## config.mk

```make
export PLATFORM = sky130hd
export DESIGN_NAME = uart_shadow_regs
export DESIGN_NICKNAME = d
export VERILOG_FILES = /design/src/reset_sync.v /design/src/uart_shadow_regs.v
export VERILOG_INCLUDE_DIRS = /design/src
export SDC_FILE = /design/constraint.sdc
export NUM_CORES = 1
export LEC_CHECK = 0
export BUFFER_PORTS_ARGS = -buffer_cell sky130_fd_sc_hd__buf_4
export CAP_MARGIN = 10
export CELL_PAD_IN_SITES_DETAIL_PLACEMENT = 0
export CELL_PAD_IN_SITES_GLOBAL_PLACEMENT = 1
export CORE_MARGIN = 4
export CORE_UTILIZATION = 30
export DETAILED_ROUTE_END_ITERATION = 8
export PLACE_DENSITY = 0.8
export SLEW_MARGIN = 20
export SYNTH_ARGS = -nofsm -noshare
export SYNTH_HDL_FRONTEND = slang
export SYNTH_HIERARCHICAL = 1
export SYNTH_SLANG_ARGS = --single-unit
```

## constraint.sdc

```tcl
create_clock -name CLK -period 1.45 [get_ports CLK]
set_input_delay 0.0725 -clock CLK [delete_from_list [all_inputs] [get_ports CLK]]
set_output_delay 0.0725 -clock CLK [all_outputs]
set_load 0.005 [all_outputs]
```

## src/uart_shadow_defines.vh

```
/*
 * Register offsets, field positions and reset values for the UART
 * receive-level, software-reset and request-to-send mirror registers.
 * Assumes inclusion by bare name from the design files.
 */
`ifndef UART_SHADOW_DEFINES_VH
`define UART_SHADOW_DEFINES_VH

// ----------------------------------------------------------------
// Register byte offsets
// ----------------------------------------------------------------
`define RX_LEVEL_OFFSET      8'h84
`define SOFT_RESET_OFFSET    8'h88
`define RTS_MIRROR_OFFSET    8'h8c

// ----------------------------------------------------------------
// Field positions and reset values
// ----------------------------------------------------------------
`define RX_LEVEL_MSB         4
`define TX_FLUSH_BIT         2
`define RX_FLUSH_BIT         1
`define FULL_RESET_BIT       0
`define RTS_MIRROR_BIT       0
`define FCR_RX_FLUSH_BIT     1
`define FCR_TX_FLUSH_BIT     2
`define MCR_RTS_BIT          1
`define RX_LEVEL_RESET       5'h00
`define RTS_RESET            1'b0

// ----------------------------------------------------------------
// Bus responses
// ----------------------------------------------------------------
`define RESP_OKAY            2'h0
`define RESP_SLVERR          2'h2

`endif

```

## src/reset_sync.v

```verilog
/*
 * Reset synchroniser: asserts asynchronously, releases on the clock.
 * Assumes CLK runs while reset is released.
 */
`timescale 1ns/1ps

module reset_sync (
    input  wire clk,
    input  wire async_rstn,
    output wire sync_rstn
);

    reg stage1;
    reg stage2;

    // Only stage2 reads stage1
    always @(posedge clk or negedge async_rstn) begin
        if (!async_rstn) begin
            stage1 <= 1'b0;
            stage2 <= 1'b0;
        end else begin
            stage1 <= 1'b1;
            stage2 <= stage1;
        end
    end

    assign sync_rstn = stage2;

endmodule // reset_sync

```

## src/uart_shadow_regs.v

```verilog
/*
 * AXI4-Lite slave for receive FIFO level, software reset control and
 * request-to-send mirror registers of a UART.
 * Assumes the FIFO level and control bits come from the rest of the UART
 * on the same clock; flush outputs are one-cycle pulses, and a soft reset holds the reset output low for four cycles.
 *
// Summary of operation
// - Receive FIFO entry count, five bits, read-only
// - Bit two flushes transmit FIFO when present
// - Bit one flushes receive FIFO when present
// - Bit zero fully resets, release synchronised
// - RTS mirror reads and writes modem control
 */
`timescale 1ns/1ps
`include "uart_shadow_defines.vh"

module uart_shadow_regs #(
    parameter FIFO_PRESENT = 1
) (
    input  wire        CLK,
    input  wire        RSTN,
    input  wire [7:0]  AWADDR,
    input  wire        AWVALID,
    output reg         AWREADY,
    input  wire [31:0] WDATA,
    input  wire [3:0]  WSTRB,
    input  wire        WVALID,
    output reg         WREADY,
    output reg  [1:0]  BRESP,
    output reg         BVALID,
    input  wire        BREADY,
    input  wire [7:0]  ARADDR,
    input  wire        ARVALID,
    output reg         ARREADY,
    output reg  [31:0] RDATA,
    output reg  [1:0]  RRESP,
    output reg         RVALID,
    input  wire        RREADY,
    input  wire [4:0]  RX_FIFO_COUNT,
    input  wire        RTS_CONTROL,
    output reg         RTS_WRITE,
    output reg         RTS_WRITE_VALUE,
    output reg         TX_FIFO_FLUSH,
    output reg         RX_FIFO_FLUSH,
    output reg         UART_RSTN
);

    // ----------------------------------------------------------------
    // Reset combination
    // ----------------------------------------------------------------
    // Full reset request is held until the combined reset takes it.
    reg  full_reset_req;
    wire combined_rstn;
    wire rstn;

    assign combined_rstn = RSTN & ~full_reset_req;

    reset_sync u_reset_sync (
        .clk        (CLK),
        .async_rstn (combined_rstn),
        .sync_rstn  (rstn)
    );

    // ----------------------------------------------------------------
    // Write channel
    // ----------------------------------------------------------------
    reg        aw_held;
    reg        w_held;
    reg [7:0]  aw_addr;
    reg [31:0] w_data;
    reg [3:0]  w_strb;

    wire aw_take = AWVALID & AWREADY;
    wire w_take  = WVALID & WREADY;
    wire have_aw = aw_held | aw_take;
    wire have_w  = w_held | w_take;
    wire do_wr   = have_aw & have_w & ~BVALID;
    wire [7:0]  wr_addr = aw_held ? aw_addr : AWADDR;
    wire [31:0] wr_data = w_held ? w_data : WDATA;
    wire [3:0]  wr_strb = w_held ? w_strb : WSTRB;

    function known_addr;
        input [7:0] a;
        begin
            known_addr = (a == `RX_LEVEL_OFFSET) ||
                         (a == `SOFT_RESET_OFFSET) ||
                         (a == `RTS_MIRROR_OFFSET);
        end
    endfunction

    wire wr_soft = do_wr && wr_addr == `SOFT_RESET_OFFSET && wr_strb[0];
    wire wr_rts  = do_wr && wr_addr == `RTS_MIRROR_OFFSET && wr_strb[0];

    // FIFO-absent builds ignore the flush bits entirely
    function flush_bit;
        input [31:0] data;
        input integer pos;
        begin
            flush_bit = (FIFO_PRESENT != 0) && data[pos];
        end
    endfunction

    // ----------------------------------------------------------------
    // Software full reset
    // ----------------------------------------------------------------
    // The request flop sits outside the reset it raises and drops only
    // once the synchronised reset is low; clearing it from its own reset
    // would give a glitch-wide pulse through an asynchronous loop.
    always @(posedge CLK or negedge RSTN) begin
        if (!RSTN) begin
            full_reset_req <= 1'b0;
        end else if (!rstn) begin
            full_reset_req <= 1'b0;
        end else if (wr_soft && wr_data[`FULL_RESET_BIT]) begin
            full_reset_req <= 1'b1;
        end
    end

    always @(posedge CLK or negedge rstn) begin
        if (!rstn) begin
            AWREADY         <= 1'b0;
            WREADY          <= 1'b0;
            BVALID          <= 1'b0;
            BRESP           <= `RESP_OKAY;
            aw_held         <= 1'b0;
            w_held          <= 1'b0;
            aw_addr         <= 8'h00;
            w_data          <= 32'h00000000;
            w_strb          <= 4'h0;
            TX_FIFO_FLUSH   <= 1'b0;
            RX_FIFO_FLUSH   <= 1'b0;
            RTS_WRITE       <= 1'b0;
            RTS_WRITE_VALUE <= `RTS_RESET;
        end else begin
            // Each ready drops for a cycle after a take, so a held beat is
            // never overwritten before its response has gone out.
            AWREADY <= ~have_aw & ~(AWREADY & AWVALID);
            WREADY  <= ~have_w & ~(WREADY & WVALID);
            if (aw_take && !do_wr) begin
                aw_held <= 1'b1;
                aw_addr <= AWADDR;
            end else if (do_wr) begin
                aw_held <= 1'b0;
            end
            if (w_take && !do_wr) begin
                w_held <= 1'b1;
                w_data <= WDATA;
                w_strb <= WSTRB;
            end else if (do_wr) begin
                w_held <= 1'b0;
            end
            if (do_wr) begin
                BVALID <= 1'b1;
                BRESP  <= known_addr(wr_addr) ? `RESP_OKAY : `RESP_SLVERR;
            end else if (BVALID && BREADY) begin
                BVALID <= 1'b0;
            end
            // Pulses last one cycle and clear themselves
            TX_FIFO_FLUSH <= wr_soft &&
                             flush_bit(wr_data, `TX_FLUSH_BIT);
            RX_FIFO_FLUSH <= wr_soft &&
                             flush_bit(wr_data, `RX_FLUSH_BIT);
            RTS_WRITE       <= wr_rts;
            if (wr_rts) begin
                RTS_WRITE_VALUE <= wr_data[`RTS_MIRROR_BIT];
            end
        end
    end

    // ----------------------------------------------------------------
    // UART reset output
    // ----------------------------------------------------------------
    // The UART's own reset follows the synchronised release, so a soft
    // reset holds the rest of the UART low for the whole sync window.
    always @(posedge CLK or negedge rstn) begin
        if (!rstn) begin
            UART_RSTN <= 1'b0;
        end else begin
            UART_RSTN <= 1'b1;
        end
    end

    // ----------------------------------------------------------------
    // Read channel
    // ----------------------------------------------------------------
    reg [31:0] next_rdata;
    reg [1:0]  next_rresp;

    always @* begin
        next_rdata = 32'h00000000;
        next_rresp = `RESP_OKAY;
        case (ARADDR)
        `RX_LEVEL_OFFSET: begin
            next_rdata[`RX_LEVEL_MSB:0] = RX_FIFO_COUNT;
        end
        `SOFT_RESET_OFFSET: begin
            next_rdata = 32'h00000000;
        end
        `RTS_MIRROR_OFFSET: begin
            next_rdata[`RTS_MIRROR_BIT] = RTS_CONTROL;
        end
        default: begin
            next_rresp = `RESP_SLVERR;
        end
        endcase
    end

    always @(posedge CLK or negedge rstn) begin
        if (!rstn) begin
            ARREADY <= 1'b0;
            RVALID  <= 1'b0;
            RDATA   <= 32'h00000000;
            RRESP   <= `RESP_OKAY;
        end else begin
            // ARREADY is a one-cycle pulse and ARADDR is decoded live in
            // it, so the master must hold the address until it sees ready.
            ARREADY <= ~RVALID & ~ARREADY & ARVALID;
            if (ARVALID && ARREADY) begin
                RVALID <= 1'b1;
                RDATA  <= next_rdata;
                RRESP  <= next_rresp;
            end else if (RVALID && RREADY) begin
                RVALID <= 1'b0;
            end
        end
    end

endmodule // uart_shadow_regs

```

==> flow_metrics.py <==
metrics = {
    "sta": {
        "rsz0062_at_grt": "yes",
        "finalSetupViolCount": 1,
        "max_freq_mhz": 665,
        "worst_slack_ns": -0.0530,
        "min_period_ns": 1.50,
        "finalHoldViolCount": 0,
        "fin_crit_sh": 1.04,
        "slew_violations": 0,
        "finalClockSkew_ns": 0.00846,
    },
    "worst_setup_path": {
        "rrSetupSlack_ns": -0.05,
        "worstPathArrival_ns": 1.66,
        "r2r_cells": 4,
        "crit_chain": "mux2_4 > and2_4 > o2111a_2 > mux2_4",
        "cp_common_cell": "mux2_4",
        "critPathSlowestCell": "dfrtp_2",
        "worst_setup_path_end_kind": "flop",
        "worstSetupPathType": "flop to flop",
        "cp_max_fo": 5,
        "worstPathRequired_ns": 1.61,
        "max_stage_delay_ns": 0.48,
        "start_kind": "flop",
    },
    "global_route": {
        "gr-total-overflow": 0,
        "grt_pass1_vias": 1199,
        "grt_max_degree": 19,
        "antenna_found_initial": 0,
        "grt_use_total": 0.111,
        "grt_pass1_wl_mm": 5.47,
    },
    "detailed_routing": {
        "avgViaCountPerCell": 4.14,
        "wl_mm": 3.45,
        "num_vias": 1183,
        "postRouteAntennaNets": 0,
        "dr.pass1.iters": 4,
        "drt_iter0_drc": 42,
        "wl_per_cell_um": 12.1,
        "drc": 0,
    },
    "synth": {
        "syn_area_per_cell_um2": 12.0,
        "synthTopCellsByArea": "dfrtp_1 (53%), buf_4 (13%), mux2_1 (5.6%), mux2_2 (5.6%), mux2i_1 (2.5%)",
        "yosys.area.top_type_share": 0.526,
        "seq_area_frac_synth": 0.526,
        "synthCells": 135,
        "ys_types": 34,
        "synth_edf_count": 0,
        "ys_ff_latch": 34,
        "synthAdderAreaFrac": 0,
        "synthArstFlopShare": 1.00,
        "synth_top_family_by_area": "buffers and inverters",
        "synth_most_common_cell": "dfrtp_1",
        "muxShareOfSynthArea": 0.136,
        "synth_largest_area_cell": "dfrtp_1",
        "synth-simple-area-share": 0.105,
        "ys.flop_type": "dfrtp_1",
        "synthTopCellsByCount": "dfrtp_1 (34), buf_4 (29), mux2_1 (8), mux2_2 (8), nor2_1 (8)",
        "netlist_area_mm2": 0.00162,
        "synth_compound_gate_area_share": 0.0812,
        "yosys.area_share.xor_xnor": 0,
        "yosysWarnings": 6,
    },
    "clock_network": {
        "cts_tree": "done",
        "cts_buffers": 5,
        "path_clk_slew_ns": 0.07,
        "clock_path_buffers": 2,
        "cts.sinks": 34,
        "cts_root_buf": "clkbuf_8",
        "h-tree-depth": 2,
        "clock_latency_ns": 0.28,
    },
    "layout": {
        "antennaDiodeCount": 0,
        "layout-drive-gt1-share": 0.468,
        "max_flop_register": "aw_addr",
        "fillers": 500,
        "reg.largest.list": "aw_addr (8), RDATA (5), w_data (3)",
        "nets": 281,
        "largest_reg_flops": 8,
        "regArea_um2": 853,
        "syn_to_final_growth_pct": 44.5,
        "finalCoreUtilization": 0.452,
        "multi_input_area_um2": 703,
    },
    "placement": {
        "io_buffers": 49,
        "place_hpwl_mm": 2.62,
        "pre_cts_ws_ns": -0.167,
        "gp_congestion": 0.751,
    },
    "die": {
        "start_util": 0.313,
        "die-area_mm2": 0.00663,
        "io_pins": 111,
        "core-area_mm2": 0.00517,
        "die_x_um": 81.4,
        "rows": 26,
        "die_h_um": 81.4,
    },
    "worst_hold_path": {
        "hold_path_class": "input pin to flop",
        "worst_hold_path.num_cells": 2,
    },
    "run_status": {
        "violations": "negative setup slack",
        "status": "complete, but fails checks",
    },
    "pwr": {
        "netSwitchingPower_mw": 1.00,
        "p_leak_nw": 1.17,
        "swShare": 0.300,
        "ir_drop_uv": 458,
        "p_seq_frac": 0.432,
        "p_int_mw": 2.33,
        "power_mw": 3.34,
        "power.density_mw_per_mm2": 1430,
        "share_comb_of_total_power": 0.373,
        "power_frac_clock": 0.195,
    },
    "job": {
        "max_cap_violations": 0,
    },
}
## cell families after synthesis
group / Yosys count
other: 3
buffers and inverters: 33
and+or+nand+nor: 28
DFF: 34
muxes: 20
AOI/OAI and AO/OA: 17
## through the flow
stage | cell area [um2] | std cells | hold WS [ns] | TNS (ns)
after global placement | 2120 | 270 | -0.147 | -0.286
after detailed placement | 2120 | 270 | -0.147 | -0.379
after CTS | 2320 | 285 | 0.0112 | -0.0577
after floorplan | 1750 | 163 | -0.223 | -0.0276
final | 2340 | 286 | 0.0271 | -0.0530
after global routing | 2340 | 286 | 0.00378 | -0.257
## final timing paths
path	start	to
setup / recovery	aw_held	RTS_WRITE_VALUE
hold / removal	AWADDR[2]	aw_addr[2]
setup reg to reg	aw_held	RTS_WRITE_VALUE
hold reg to reg	full_reset_req	u_reset_sync/sync_rstn
max in group asynchronous	u_reset_sync/sync_rstn	RTS_WRITE_VALUE
min in group asynchronous	RSTN	full_reset_req
## what timing repair did
item,in CTS,in global routing
hold buffers,6,2
setup endpoints to repair,5,11
gates resized for setup,10,1
hold endpoints to repair,8,2
setup buffers,2,0
pin swaps,6,5
## critical path: cells and delay by family (launching register included)
| kind | cells | cell delay, ns |
|---|---|---|
| mux | 2 | 0.62 |
| simple gates | 1 | 0.14 |
| compound gates | 1 | 0.14 |
| flops | 1 | 0.48 |
## cells in the final DEF (no fill, tap or decap), drive strengths merged, types with 2 or more instances in the layout
| cell | instances |
|---|---|
| mux2 | 16 |
| mux2i | 4 |
| o211ai | 2 |
| o21ai | 5 |
| nor3 | 2 |
| dfrtp | 34 |
| clkinv | 2 |
| nand2 | 5 |
| a22o | 4 |
| dlygate4sd3 | 8 |
| buf | 68 |
| nor4 | 2 |
| a21oi | 2 |
| nor2 | 8 |
| nand3 | 2 |
| conb | 31 |
| clkbuf | 5 |
| inv | 3 |
## metal layers
| metal | global-route usage | vias up | part of all wire |
|---|---|---|---|
| met5 | 0 | - | 0 |
| met4 | 0.0405 | 0 | 0.012 |
| met3 | 0.0526 | 4 | 0.093 |
| met2 | 0.182 | 54 | 0.50 |
| met1 | 0.126 | 553 | 0.40 |
| li1 | - | 572 | - |
## power groups by stage
stage          Clock, mW  Sequential [mW]  Combinational (mW)
4_1_cts            0.690             1.43                1.26
3_5_place_dp           0             1.42                1.14
5_1_grt            0.750             1.48                1.36
3_3_place_gp           0             1.42                1.11
6_report           0.651             1.44                1.25
2_1_floorplan          0             1.41               0.636
## layout make-up
class,instances,area share
clock buffer,5,0.0294
clock inverter,2,0.00428
inverter,3,0.00482
multi-input combinational,96,0.301
sequential,34,0.365
tap,70,0.0375
timing repair buffer,76,0.258
Power figures use the tool's default switching activity.
